`config.mk`:
```
export PLATFORM = sky130hd
export DESIGN_NAME = timer0_top
export DESIGN_NICKNAME = d
export VERILOG_FILES = /design/src/timer0_pkg.sv /design/src/timer0_top.sv /design/src/timer0_prescaler.sv /design/src/timer0_clock_select.sv
export SDC_FILE = /design/constraint.sdc
export NUM_CORES = 1
export LEC_CHECK = 0
export BUFFER_PORTS_ARGS = -buffer_cell sky130_fd_sc_hd__buf_2
export CAP_MARGIN = 5
export CORE_MARGIN = 1.5
export CORE_UTILIZATION = 49
export DETAILED_ROUTE_END_ITERATION = 7
export PLACE_DENSITY = 0.76
export SYNTH_ARGS = -nofsm -noshare
export SYNTH_HDL_FRONTEND = slang
export SYNTH_SLANG_ARGS = --single-unit
```
`constraint.sdc`:
```
create_clock -name hclk -period 5.2 [get_ports hclk]
set_input_delay 0.52 -clock hclk [delete_from_list [all_inputs] [get_ports hclk]]
set_output_delay 0.52 -clock hclk [all_outputs]
set_load 0.01 [all_outputs]
```
`src/timer0_pkg.sv`:
```
// constants, field layouts and carrier types of the 8-bit timer block
// assumes an ahb-lite slave with word-aligned registers, one clock (hclk)
// Operation
// - count and compare registers are eight bits wide and reachable by software
// - every timer interrupt request shows as a bit in the flag register
// - each request has its own mask bit, independent of the others
// - counter advances from prescaled internal clock or external event input
// - clock select picks the source and the active edge, giving the tick
// - with no source selected the counter holds its value
// - compare value is compared with the count at all times
// - compare result drives a pwm or frequency waveform on the output pin
// - a compare match sets the match flag, which can raise an interrupt
// - bottom is signalled when the count becomes 0x00
// - a count of 0xff is the maximum
// - top is 0xff or the compare register, chosen by the mode
// - the prescaler is ten bits wide
// - a software write to the count beats any clear or count that tick
// - the match flag is set on the tick after the matching count
// - match flag clears on interrupt service, or by writing one to it
// - overflow flag is set at a mode-dependent point and can interrupt
package timer0_pkg;

  // ==========================================================================
  // register offsets (byte addresses)
  localparam logic [7:0] OFS_CTRL    = 8'h00;
  localparam logic [7:0] OFS_COUNT   = 8'h04;
  localparam logic [7:0] OFS_COMPARE = 8'h08;
  localparam logic [7:0] OFS_FLAGS   = 8'h0c;
  localparam logic [7:0] OFS_MASK    = 8'h10;

  // ==========================================================================
  // field positions
  localparam int FORCE_BIT = 7;
  localparam int CTRL_W    = 7;
  localparam int OVF_BIT   = 0;
  localparam int CMP_BIT   = 1;

  // ==========================================================================
  // values and widths
  localparam int         PRESCALE_W = 10;
  localparam logic [7:0] COUNT_MAX  = 8'hff;
  localparam logic [7:0] COUNT_BOT  = 8'h00;
  localparam logic [7:0] COUNT_RST  = 8'h00;
  localparam logic [7:0] CMP_RST    = 8'h00;
  localparam logic [1:0] FLAG_RST   = 2'h0;
  localparam logic [1:0] MASK_RST   = 2'h0;

  // ==========================================================================
  // encodings
  typedef enum logic [2:0] {
    CS_STOP  = 3'h0,
    CS_DIV1  = 3'h1,
    CS_DIV8  = 3'h2,
    CS_DIV64 = 3'h3,
    CS_DIV256 = 3'h4,
    CS_DIV1024 = 3'h5,
    CS_EXT_FALL = 3'h6,
    CS_EXT_RISE = 3'h7
  } clk_src_t;

  typedef enum logic [1:0] {
    WM_NORMAL    = 2'h0,
    WM_PHASE_PWM = 2'h1,
    WM_CTC       = 2'h2,
    WM_FAST_PWM  = 2'h3
  } wave_mode_t;

  typedef enum logic [1:0] {
    DIR_UP   = 2'b01,
    DIR_DOWN = 2'b10
  } dir_t;

  // bit layout matches the control register: [6:5] com, [4:3] mode, [2:0] cs
  typedef struct packed {
    logic [1:0] com;
    wave_mode_t wgm;
    clk_src_t   cs;
  } ctrl_t;

  localparam ctrl_t CTRL_RST = '{com: 2'h0, wgm: WM_NORMAL, cs: CS_STOP};

  typedef struct packed {
    logic cmp;
    logic ovf;
  } flags_t;

endpackage

```
`src/timer0_top.sv`:
```
// 8-bit timer/counter with one compare unit behind an ahb-lite slave
// assumes single-word transfers; slave never inserts wait states
//
// The placing of the registers and the AHB-Lite slave port were decided locally.
`timescale 1ns/1ns
module timer0_top (
  // clock and reset
  input  wire logic        hclk,
  input  wire logic        hresetn,
  // ahb-lite slave
  input  wire logic        hsel,
  input  wire logic [31:0] haddr,
  input  wire logic [1:0]  htrans,
  input  wire logic        hwrite,
  input  wire logic [2:0]  hsize,
  input  wire logic        hready,
  input  wire logic [31:0] hwdata,
  output logic [31:0]      hrdata,
  output logic             hreadyout,
  output logic             hresp,
  // pins
  input  wire logic        external_count_input,
  output logic             compare_output_pin,
  output logic             compare_output_en,
  // interrupt
  input  wire logic        compare_irq_ack,
  output logic             irq,
  // count extremes
  output logic             count_at_bottom,
  output logic             count_at_max
);
  import timer0_pkg::*;

  // ==========================================================================
  // state
  ctrl_t       ctrl_r,     ctrl_nxt;
  logic [7:0]  count_r,    count_nxt;
  logic [7:0]  cmp_buf_r,  cmp_buf_nxt;
  logic [7:0]  cmp_act_r,  cmp_act_nxt;
  flags_t      flags_r,    flags_nxt;
  flags_t      mask_r,     mask_nxt;
  dir_t        dir_r,      dir_nxt;
  logic        block_r,    block_nxt;
  logic        wave_r,     wave_nxt;
  logic        wr_en_r,    wr_en_nxt;
  logic [7:0]  addr_r,     addr_nxt;
  logic [31:0] rdata_r,    rdata_nxt;

  logic [PRESCALE_W-1:0] prescale_cnt;
  logic                  tick;
  logic                  addr_phase;
  logic                  wr_ctrl;
  logic                  wr_count;
  logic                  wr_cmp;
  logic                  wr_flags;
  logic                  wr_mask;
  logic                  force_cmp;
  logic                  match;
  logic                  match_hit;
  logic                  pwm_mode;
  logic                  at_top;
  flags_t                flag_set;
  flags_t                flag_clr;
  ctrl_t                 ctrl_wr;

  // ==========================================================================
  // clock source
  timer0_prescaler #(
    .WIDTH (PRESCALE_W)
  ) u_prescaler (
    .hclk         (hclk),
    .hresetn      (hresetn),
    .prescale_cnt (prescale_cnt)
  );

  timer0_clock_select #(
    .WIDTH (PRESCALE_W)
  ) u_clock_select (
    .hclk                 (hclk),
    .hresetn              (hresetn),
    .cs                   (ctrl_r.cs),
    .prescale_cnt         (prescale_cnt),
    .external_count_input (external_count_input),
    .timer_tick_clock     (tick)
  );

  // ==========================================================================
  // bus decode
  assign addr_phase = hsel & hready & htrans[1];
  assign hreadyout  = 1'b1;
  assign hresp      = 1'b0;
  assign hrdata     = rdata_r;

  always_comb begin
    wr_en_nxt = addr_phase & hwrite;
    addr_nxt  = addr_phase ? haddr[7:0] : addr_r;
    rdata_nxt = rdata_r;
    if (addr_phase && !hwrite) begin
      // unmapped offsets read as zero
      rdata_nxt = 32'h0000_0000;
      unique case (haddr[7:0])
        OFS_CTRL:    rdata_nxt[CTRL_W-1:0] = ctrl_r;
        OFS_COUNT:   rdata_nxt[7:0] = count_r;
        OFS_COMPARE: rdata_nxt[7:0] = cmp_buf_r;
        OFS_FLAGS:   rdata_nxt[1:0] = flags_r;
        OFS_MASK:    rdata_nxt[1:0] = mask_r;
        default:     rdata_nxt = 32'h0000_0000;
      endcase
    end
  end

  always_ff @(posedge hclk or negedge hresetn) begin
    if (!hresetn) begin
      wr_en_r <= 1'b0;
      addr_r  <= 8'h00;
      rdata_r <= 32'h0000_0000;
    end else begin
      wr_en_r <= wr_en_nxt;
      addr_r  <= addr_nxt;
      rdata_r <= rdata_nxt;
    end
  end

  assign wr_ctrl  = wr_en_r & (addr_r == OFS_CTRL);
  assign wr_count = wr_en_r & (addr_r == OFS_COUNT);
  assign wr_cmp   = wr_en_r & (addr_r == OFS_COMPARE);
  assign wr_flags = wr_en_r & (addr_r == OFS_FLAGS);
  assign wr_mask  = wr_en_r & (addr_r == OFS_MASK);

  // ==========================================================================
  // control and compare registers
  assign pwm_mode = (ctrl_r.wgm == WM_PHASE_PWM) ||
                    (ctrl_r.wgm == WM_FAST_PWM);
  assign at_top   = tick && (count_r == COUNT_MAX) &&
                    (ctrl_r.wgm == WM_FAST_PWM ||
                     (ctrl_r.wgm == WM_PHASE_PWM && dir_r == DIR_UP));
  // force is a strobe: honoured in non-pwm modes only, never stored
  assign force_cmp = wr_ctrl && hwdata[FORCE_BIT] && !pwm_mode;
  // the control word as written, for the force strobe that rides with it
  assign ctrl_wr   = ctrl_t'(hwdata[CTRL_W-1:0]);

  always_comb begin
    ctrl_nxt    = wr_ctrl ? ctrl_wr : ctrl_r;
    mask_nxt    = wr_mask ? flags_t'(hwdata[1:0]) : mask_r;
    cmp_buf_nxt = wr_cmp ? hwdata[7:0] : cmp_buf_r;
    cmp_act_nxt = cmp_act_r;
    // pwm modes pick up the buffer only at top, to keep periods whole
    if (!pwm_mode) begin
      cmp_act_nxt = cmp_buf_nxt;
    end else if (at_top) begin
      cmp_act_nxt = cmp_buf_r;
    end
  end

  always_ff @(posedge hclk or negedge hresetn) begin
    if (!hresetn) begin
      ctrl_r    <= CTRL_RST;
      mask_r    <= MASK_RST;
      cmp_buf_r <= CMP_RST;
      cmp_act_r <= CMP_RST;
    end else begin
      ctrl_r    <= ctrl_nxt;
      mask_r    <= mask_nxt;
      cmp_buf_r <= cmp_buf_nxt;
      cmp_act_r <= cmp_act_nxt;
    end
  end

  // ==========================================================================
  // counter unit
  assign count_at_bottom = (count_r == COUNT_BOT);
  assign count_at_max    = (count_r == COUNT_MAX);
  assign match           = (count_r == cmp_act_r);
  // a count write masks the match seen on the following tick
  assign match_hit       = tick && match && !block_r;

  always_comb begin
    count_nxt = count_r;
    dir_nxt   = dir_r;
    if (tick) begin
      unique case (ctrl_r.wgm)
        WM_CTC: begin
          // top is the compare value
          count_nxt = match ? COUNT_BOT : count_r + 8'h01;
        end
        WM_PHASE_PWM: begin
          unique case (dir_r)
            DIR_UP: begin
              if (count_at_max) begin
                dir_nxt   = DIR_DOWN;
                count_nxt = count_r - 8'h01;
              end else begin
                count_nxt = count_r + 8'h01;
              end
            end
            DIR_DOWN: begin
              if (count_at_bottom) begin
                dir_nxt   = DIR_UP;
                count_nxt = count_r + 8'h01;
              end else begin
                count_nxt = count_r - 8'h01;
              end
            end
            default: begin
              dir_nxt = DIR_UP;
            end
          endcase
        end
        default: begin
          count_nxt = count_r + 8'h01;
        end
      endcase
    end
    if (ctrl_r.wgm != WM_PHASE_PWM) begin
      dir_nxt = DIR_UP;
    end
    if (wr_count) begin
      count_nxt = hwdata[7:0];
    end
    block_nxt = wr_count ? 1'b1 : (tick ? 1'b0 : block_r);
  end

  always_ff @(posedge hclk or negedge hresetn) begin
    if (!hresetn) begin
      count_r <= COUNT_RST;
      dir_r   <= DIR_UP;
      block_r <= 1'b0;
    end else begin
      count_r <= count_nxt;
      dir_r   <= dir_nxt;
      block_r <= block_nxt;
    end
  end

  // ==========================================================================
  // flags and interrupt
  always_comb begin
    flag_set.cmp = match_hit;
    unique case (ctrl_r.wgm)
      WM_PHASE_PWM: flag_set.ovf = tick && dir_r == DIR_DOWN &&
                                   count_at_bottom;
      default:      flag_set.ovf = tick && count_at_max;
    endcase
    flag_clr     = wr_flags ? flags_t'(hwdata[1:0]) : flags_t'(2'h0);
    flag_clr.cmp = flag_clr.cmp | compare_irq_ack;
    // a set in the same cycle as a clear wins
    flags_nxt    = (flags_r & ~flag_clr) | flag_set;
  end

  always_ff @(posedge hclk or negedge hresetn) begin
    if (!hresetn) begin
      flags_r <= FLAG_RST;
    end else begin
      flags_r <= flags_nxt;
    end
  end

  assign irq = |(flags_r & mask_r);

  // ==========================================================================
  // waveform generator
  assign compare_output_pin = wave_r;
  assign compare_output_en  = (ctrl_r.com != 2'h0);

  // non-pwm pin action of the com bits: 1 toggles, 2 clears, 3 sets
  function automatic logic com_action(input logic [1:0] com,
                                      input logic       cur);
    logic res;
    case (com)
      2'h1:    res = ~cur;
      2'h2:    res = 1'b0;
      2'h3:    res = 1'b1;
      default: res = cur;
    endcase
    return res;
  endfunction

  always_comb begin
    wave_nxt = wave_r;
    unique case (ctrl_r.wgm)
      WM_FAST_PWM: begin
        // com 1 is reserved here and does nothing
        if (ctrl_r.com[1] && match_hit) begin
          wave_nxt = ctrl_r.com[0];
        end else if (ctrl_r.com[1] && at_top) begin
          wave_nxt = ~ctrl_r.com[0];
        end
      end
      WM_PHASE_PWM: begin
        if (ctrl_r.com[1] && match_hit) begin
          wave_nxt = (dir_r == DIR_UP) ? ctrl_r.com[0] : ~ctrl_r.com[0];
        end
      end
      default: begin
        // a forced match acts at once, so it uses the com bits written
        // with it; the stored com bits only land on the same edge
        if (force_cmp) begin
          wave_nxt = com_action(ctrl_wr.com, wave_r);
        end else if (match_hit) begin
          wave_nxt = com_action(ctrl_r.com, wave_r);
        end
      end
    endcase
  end

  always_ff @(posedge hclk or negedge hresetn) begin
    if (!hresetn) begin
      wave_r <= 1'b0;
    end else begin
      wave_r <= wave_nxt;
    end
  end
endmodule

```
`src/timer0_prescaler.sv`:
```
// free-running prescaler counter shared by the internal clock taps
// assumes hclk is the system clock; counter runs on every rising edge
`timescale 1ns/1ns
module timer0_prescaler #(
  parameter int WIDTH = timer0_pkg::PRESCALE_W
) (
  // clock and reset
  input  wire logic             hclk,
  input  wire logic             hresetn,
  // count
  output logic [WIDTH-1:0]      prescale_cnt
);
  import timer0_pkg::*;

  logic [WIDTH-1:0] cnt_r;
  logic [WIDTH-1:0] cnt_nxt;

  always_comb begin
    cnt_nxt = cnt_r + WIDTH'(1);
  end

  always_ff @(posedge hclk or negedge hresetn) begin
    if (!hresetn) begin
      cnt_r <= '0;
    end else begin
      cnt_r <= cnt_nxt;
    end
  end

  assign prescale_cnt = cnt_r;
endmodule

```
`src/timer0_clock_select.sv`:
```
// picks the timer tick from prescaler taps or edges of the event input
// assumes the event input is already synchronous to hclk
`timescale 1ns/1ns
module timer0_clock_select #(
  parameter int WIDTH = timer0_pkg::PRESCALE_W
) (
  // clock and reset
  input  wire logic                 hclk,
  input  wire logic                 hresetn,
  // selection and sources
  input  wire timer0_pkg::clk_src_t cs,
  input  wire logic [WIDTH-1:0]     prescale_cnt,
  input  wire logic                 external_count_input,
  // tick
  output logic                      timer_tick_clock
);
  import timer0_pkg::*;

  logic ext_prev_r;
  logic ext_prev_nxt;

  // a tap fires once every 2**bits cycles, when its low bits are all ones
  function automatic logic tap(input logic [WIDTH-1:0] c, input int bits);
    logic hit;
    hit = 1'b1;
    for (int i = 0; i < bits; i++) begin
      hit = hit & c[i];
    end
    return hit;
  endfunction

  always_comb begin
    ext_prev_nxt = external_count_input;
  end

  always_ff @(posedge hclk or negedge hresetn) begin
    if (!hresetn) begin
      ext_prev_r <= 1'b0;
    end else begin
      ext_prev_r <= ext_prev_nxt;
    end
  end

  always_comb begin
    unique case (cs)
      CS_STOP:     timer_tick_clock = 1'b0;
      CS_DIV1:     timer_tick_clock = 1'b1;
      CS_DIV8:     timer_tick_clock = tap(prescale_cnt, 3);
      CS_DIV64:    timer_tick_clock = tap(prescale_cnt, 6);
      CS_DIV256:   timer_tick_clock = tap(prescale_cnt, 8);
      CS_DIV1024:  timer_tick_clock = tap(prescale_cnt, 10);
      CS_EXT_FALL: timer_tick_clock = ext_prev_r & ~external_count_input;
      CS_EXT_RISE: timer_tick_clock = ~ext_prev_r & external_count_input;
    endcase
  end
endmodule

```
==> out/metrics.yaml, run 1 <==
status: "complete, no violations"
core_area_um2: 7810
yosysTopAreaCell: "dfrtp_1"
grt_pass1_vias: 2998
slew_viol_final: 0
syn_area_per_cell_um2: 10.2
cp_cell_sequence: "ha_1 > ha_1 > nand4b_1 > a21o_1 > a311o_1 > a21oi_2 > nor2_1 > a221o_1"
post-route-worst-setup-slack_ps: 2460
die_area_um2: 8710
critPathMaxFanout: 15
initial_core_util: 0.512
vias: 3145
die_h_um: 93.4
critPathSlowestCell: "a21oi_2"
viasPerCell: 5.98
post-cts-setup-buffers: 0
synth_seq_cells: 67
clkLatencyLatePin_ps: 350
final.min_clock_period_ps: 2740
grt_max_degree: 68
cp_slowest_stage_delay_ps: 580
diodes: 0
synthCells: 393
relSlewSlack: 0.426
drive_gt1_frac: 0.191
final_cell_mix: "66 x dfrtp_1, 36 x buf_2, 33 x nand2_1"
ff2ff_setup_slack_ps: 2460
synth.top_cell.area_share: 0.413
nNetsFinal: 505
place.gp.congestion: 0.853
yosysUniqueCellTypes: 60
powerDensity_nw_per_um2: 370
synthArstFlopShare: 1.00
cp_top_family: "compound AO/OA/AOI/OAI gates"
hold_violations: 0
htree_levels: 3
cts.clk_slew.worst_paths_ps: 80
fin_tns_setup_ps: 0
p_leak_nw: 2.05
rows: 32
clock-sinks: 67
route.detailed.drc: 0
dr.pass1.iters: 5
synthFlopType: "dfrtp_1"
fin_total_pwr_mw: 1.62
hold_buffers: 0
root_buffer: "clkbuf_8"
cts_buffer_depth: 2
startpoint_type: "register"
numCtsBuffers: 9
antenna_left: 0
antenna_found_initial: 0
cts_tree: "built"
critPathRequiredTime_ps: 5430
mostFrequentLayoutCell: "dfrtp_1"
clock_skew_ps: 7.12
yosys_warnings: 0
synth.area.top_cells: "dfrtp_1 41%, buf_4 5.4%, mux2_2 4.2%"
hold_class: "in -> reg"
wl_per_cell_um: 17.4
ys_seq_area_frac: 0.419
path_buf_inv: 0
synth_edf_count: 0
drt_iter0_drc: 219
crit_path_end_kind: "register"
arrival_ps: 2970
dp_hpwl_um: 6410
fillers: 649
portBuffers: 36
place_ws_ps: 2500
worstSetupPathType: "reg -> reg"
dp_cells: 510
irDropWorstVdd_v: 0.000190
cp_common_cell: "ha_1"
cap_viol_max_count: 0
post_cts_resize_count: 0
grt_overflow: 0
max_clock_freq_mhz: 365
die_x_um: 93.4
stdcell_count: 526
track_usage: 0.225
syn_to_final_growth_pct: 9.01
worst_slew_pin_slew_ps: 858
io_pins: 115
final-setup-viol-count: 0
fin_crit_sh: 0.527
grt_first_pass_wirelength_um: 14900
rsz0062_at_grt: "no"
finalWirelength_um: 9150
synthesis.area_um2: 4000
[cell type report]
| cell class | instances | area [µm²] | area share |
|---|---|---|---|
| Timing Repair Buffer | 37 | 188 | 0.0430 |
| Multi-Input combinational cell | 291 | 2070 | 0.474 |
| Inverter | 13 | 48.8 | 0.0112 |
| Clock inverter | 6 | 113 | 0.0258 |
| Sequential cell | 67 | 1680 | 0.385 |
| Tap cell | 102 | 128 | 0.0293 |
| Clock buffer | 10 | 138 | 0.0316 |
[worst paths after layout]
check / from / to / cells past startpoint
setup / recovery: u_prescaler.prescale_cnt[0] / count_r[0] / 8
hold / removal: external_count_input / u_clock_select.ext_prev_r / 1
setup reg to reg: u_prescaler.prescale_cnt[0] / count_r[0] / 8
hold reg to reg: u_prescaler.prescale_cnt[9] / u_prescaler.prescale_cnt[9] / 1
max in group asynchronous: hresetn / cmp_act_r[5] / 2
min in group asynchronous: hresetn / mask_r[0] / 2
[per-stage QoR]
| stage | hold WS (ps) | instance area (µm²) | utilization |
|---|---|---|---|
| 3_3_place_gp | 462 | 4110 | 0.526 |
| 3_5_place_dp | 462 | 4110 | 0.526 |
| 2_1_floorplan | 224 | 4090 | - |
| 6_report | 301 | 4360 | 0.558 |
| 4_1_cts | 293 | 4360 | 0.558 |
| 5_1_grt | 301 | 4360 | 0.558 |
[synth_stat cells, types with 6 or more instances]
| master | n |
|---|---|
| dfrtp_1 | 66 |
| nand3_1 | 6 |
| and2_1 | 6 |
| inv_1 | 13 |
| nor2_1 | 24 |
| clkbuf_1 | 11 |
| o2bb2ai_1 | 6 |
| mux2_1 | 8 |
| o21ai_0 | 11 |
| o22ai_1 | 8 |
| o21ai_1 | 6 |
| buf_4 | 29 |
| xnor2_1 | 8 |
| a221o_1 | 8 |
| ha_1 | 10 |
| mux2i_1 | 12 |
| nand2_1 | 33 |
| xor2_1 | 14 |
| nor3_1 | 9 |
| mux2_2 | 15 |
[flip-flops by register name, indices dropped and copies added (netlist names)]
name	flops
flags_r	2
hrdata	8
cmp_act_r	8
ctrl_r	7
count_r	8
u_clock_select.ext_prev_r	1
dir_r	2
block_r	1
mask_r	2
cmp_buf_r	8
compare_output_pin	1
addr_r	8
u_prescaler.prescale_cnt	10
wr_en_r	1
[power breakdown]
| group | total [mW] | switching [mW] | internal (mW) |
|---|---|---|---|
| Combinational | 0.356 | 0.194 | 0.162 |
| Clock | 0.543 | 0.211 | 0.332 |
| Sequential | 0.716 | 0.136 | 0.580 |
[cell families (layout without fill, tap and decap cells)]
| kind of cell | Yosys count | count (layout) | share of synthesized area |
|---|---|---|---|
| buffers and inverters | 59 | 66 | 0.0860 |
| flip-flops | 67 | 67 | 0.419 |
| AO/OA/AOI/OAI | 80 | 80 | 0.154 |
| XOR/XNOR | 22 | 22 | 0.0482 |
| AND/OR/NAND/NOR | 118 | 118 | 0.164 |
| other | 2 | 26 | 0.00188 |
| adder cells (fa/ha/maj) | 10 | 10 | 0.0313 |
| multiplexers | 35 | 35 | 0.0948 |
[per-layer routing]
metal / wire (µm) / global-route usage / up-vias
met3: 606 / 0.0407 / 19
met4: 191 / 0.0972 / 0
li1: - / - / 1435
met2: 4340 / 0.361 / 152
met1: 4010 / 0.297 / 1539
met5: 0 / 0 / -
Power figures use the tool's default switching activity.
==> inputs of run 2 (changes only) <==
clock period = 2.9 ns   (was 5.2 ns; I/O delays follow)
==> run 2 against run 1 <==
Effect of this change:
- the flow now finishes with violations (negative hold slack)
- power up 73%
- non-clock buffer count increased by 6
- sequential share of layout area about the same
- largest cell class unchanged
==> out/metrics.yaml, run 2 (same netlist as run 1, synthesis figures left out) <==
slew_viol_final: 0  # unchanged
clock-sinks: 67  # unchanged
worstSetupPathType: "reg -> reg"  # unchanged
cp_slowest_stage_delay_ps: 510  # was 580 ps
clkLatencyLatePin_ps: 340  # was 350 ps
arrival_ps: 2820  # was 2970 ps
hold_class: "in -> async"  # was in -> reg
dp_hpwl_um: 6650  # was 6410 µm
post-cts-setup-buffers: 0  # unchanged
hold_buffers: 0  # unchanged
core_area_um2: 7810  # unchanged
cp_top_family: "simple AND/OR/NAND/NOR gates"  # was compound AO/OA/AOI/OAI gates
wl_per_cell_um: 17.4  # about the same
cts.clk_slew.worst_paths_ps: 70  # was 80 ps
violations: "negative hold slack"
viasPerCell: 5.87  # was 5.98
largest_reg_flops: 10  # unchanged
critPathMaxFanout: 8  # was 15
post_cts_resize_count: 0  # unchanged
clock_skew_ps: 5.11  # was 7.12 ps
relSlewSlack: 0.478  # was 0.426
cts_buffer_depth: 2  # unchanged
die_h_um: 93.4  # unchanged
cp_cell_sequence: "nor4b_2 > nor4b_2 > and3b_1 > mux2_1 > and2_1 > a221o_1"  # was ha_1 > ha_1 > nand4b_1 > a21o_1 > a311o_1 > a21oi_2 > nor2_1 > a221o_1
hold-worst-slack_ps: -5.40  # was 301 ps
fillers: 689  # was 649
route.detailed.drc: 0  # unchanged
root_buffer: "clkbuf_8"  # unchanged
syn_to_final_growth_pct: 9.04  # was 9.01%
rr_worst_depth: 6  # was 8
diodes: 0  # unchanged
critPathRequiredTime_ps: 3130  # was 5430 ps
htree_levels: 3  # unchanged
grt_first_pass_wirelength_um: 15100  # was 14,900 µm
drive_gt1_frac: 0.198  # was 0.191
hold_violations: 17  # was 0
rr_endpoint: "cmp_act_r[0]"  # was count_r[0]
initial_core_util: 0.512  # unchanged
final.min_clock_period_ps: 2590  # was 2740 ps
portBuffers: 36  # unchanged
antenna_left: 0  # unchanged
place.gp.congestion: 0.886  # was 0.853
irDropWorstVdd_v: 0.000338  # was 0.000190 V
grt_pass1_vias: 2954  # was 2,998
numCtsBuffers: 9  # unchanged
vias: 3119  # was 3,145
rsz0062_at_grt: "no"  # unchanged
cts_tree: "built"  # unchanged
worst_slew_pin_slew_ps: 780  # was 858 ps
track_usage: 0.225  # about the same
mostFrequentLayoutCell: "dfrtp_1"  # unchanged
cp_common_cell: "nor4b_2"  # was ha_1
r2r-start: "addr_r[5]"  # was u_prescaler.prescale_cnt[0]
drt_iter0_drc: 257  # was 219
crit_path_end_kind: "register"  # unchanged
rows: 32  # unchanged
fin_crit_sh: 0.895  # was 0.527
final_cell_mix: "66 x dfrtp_1, 36 x buf_2, 33 x nand2_1"  # unchanged
grt_max_degree: 34  # was 68
nNetsFinal: 511  # was 505
final-setup-viol-count: 0  # unchanged
status: "complete, but fails checks"  # was complete, no violations
dr.pass1.iters: 5  # unchanged
max_clock_freq_mhz: 385  # was 365 MHz
path_buf_inv: 0  # unchanged
die_area_um2: 8710  # unchanged
p_leak_nw: 2.06  # was 2.05 nW
ff2ff_setup_slack_ps: 310  # was 2460 ps
antenna_found_initial: 0  # unchanged
critPathSlowestCell: "and3b_1"  # was a21oi_2
io_pins: 115  # unchanged
finalWirelength_um: 9250  # was 9150 µm
die_x_um: 93.4  # unchanged
startpoint_type: "register"  # unchanged
grt_overflow: 0  # unchanged
powerDensity_nw_per_um2: 641  # was 370 nW/µm²
cap_viol_max_count: 0  # unchanged
fin_tns_setup_ps: 0  # unchanged
run 2: cell types whose count changed in the layout (fill, tap and decap cells not counted):
cell       previous run  this run
buf_4                 1         7
bufinv_16             3         2
clkbuf_1              0         1
clkbuf_8             10         9
clkinv_2              1         2
clkinv_4              2         1
run 2: worst max-delay path by stage:
stage	from	endpoint	cells after the start	slack, ps
4_1_cts	addr_r[5]	cmp_act_r[0]	6	290
2_1_floorplan	u_prescaler.prescale_cnt[0]	compare_output_pin	9	700
3_5_place_dp	addr_r[5]	cmp_act_r[2]	6	320
3_3_place_gp	addr_r[5]	cmp_act_r[4]	6	410
6_report	addr_r[5]	cmp_act_r[0]	6	310
5_1_grt	count_r[0]	count_r[3]	7	190
run 2: through the flow:
step / power, mW / setup WS (ps) / instances / util / cell area, µm²
finish: 2.80 / 306 / 531 / 0.559 / 4360
global route: 2.94 / 185 / 531 / 0.559 / 4360
CTS: 2.80 / 291 / 531 / 0.559 / 4360
detailed placement: 1.95 / 322 / 516 / 0.532 / 4160
global placement: 1.93 / 413 / 516 / 0.532 / 4160
floorplan: 1.78 / 705 / 417 / - / 4090
run 2: cell type report:
cell class	count	area [µm²]	area share
Multi-Input combinational cell	291	2070	0.474
Sequential cell	67	1680	0.385
Timing Repair Buffer	43	233	0.0534
Clock buffer	10	128	0.0293
Tap cell	102	128	0.0293
Clock inverter	5	78.8	0.0181
Inverter	13	48.8	0.0112
run 2: where the power goes:
part	internal [mW]	total, mW	switching [mW]	leakage, nW
Sequential	1.04	1.24	0.200	0.858
Clock	0.478	0.843	0.364	0.106
Combinational	0.318	0.713	0.394	1.10
run 2: worst register-to-register path, cell delays in order, from the launching register on:
cell     delay (ps)
dfrtp_1         390
nor4b_2         390
nor4b_2         400
and3b_1         510
mux2_1          400
and2_1          150
a221o_1         250
run 2: per-layer routing:
metal  wire length, µm  part of all wire  GRT usage  vias up
li1                  -                 -          -     1449
met1              4220              0.46      0.305     1531
met2              4340              0.47      0.354      122
met3               562             0.061     0.0561       17
met4               135             0.015     0.0707        0
met5                 0                 0          0        -
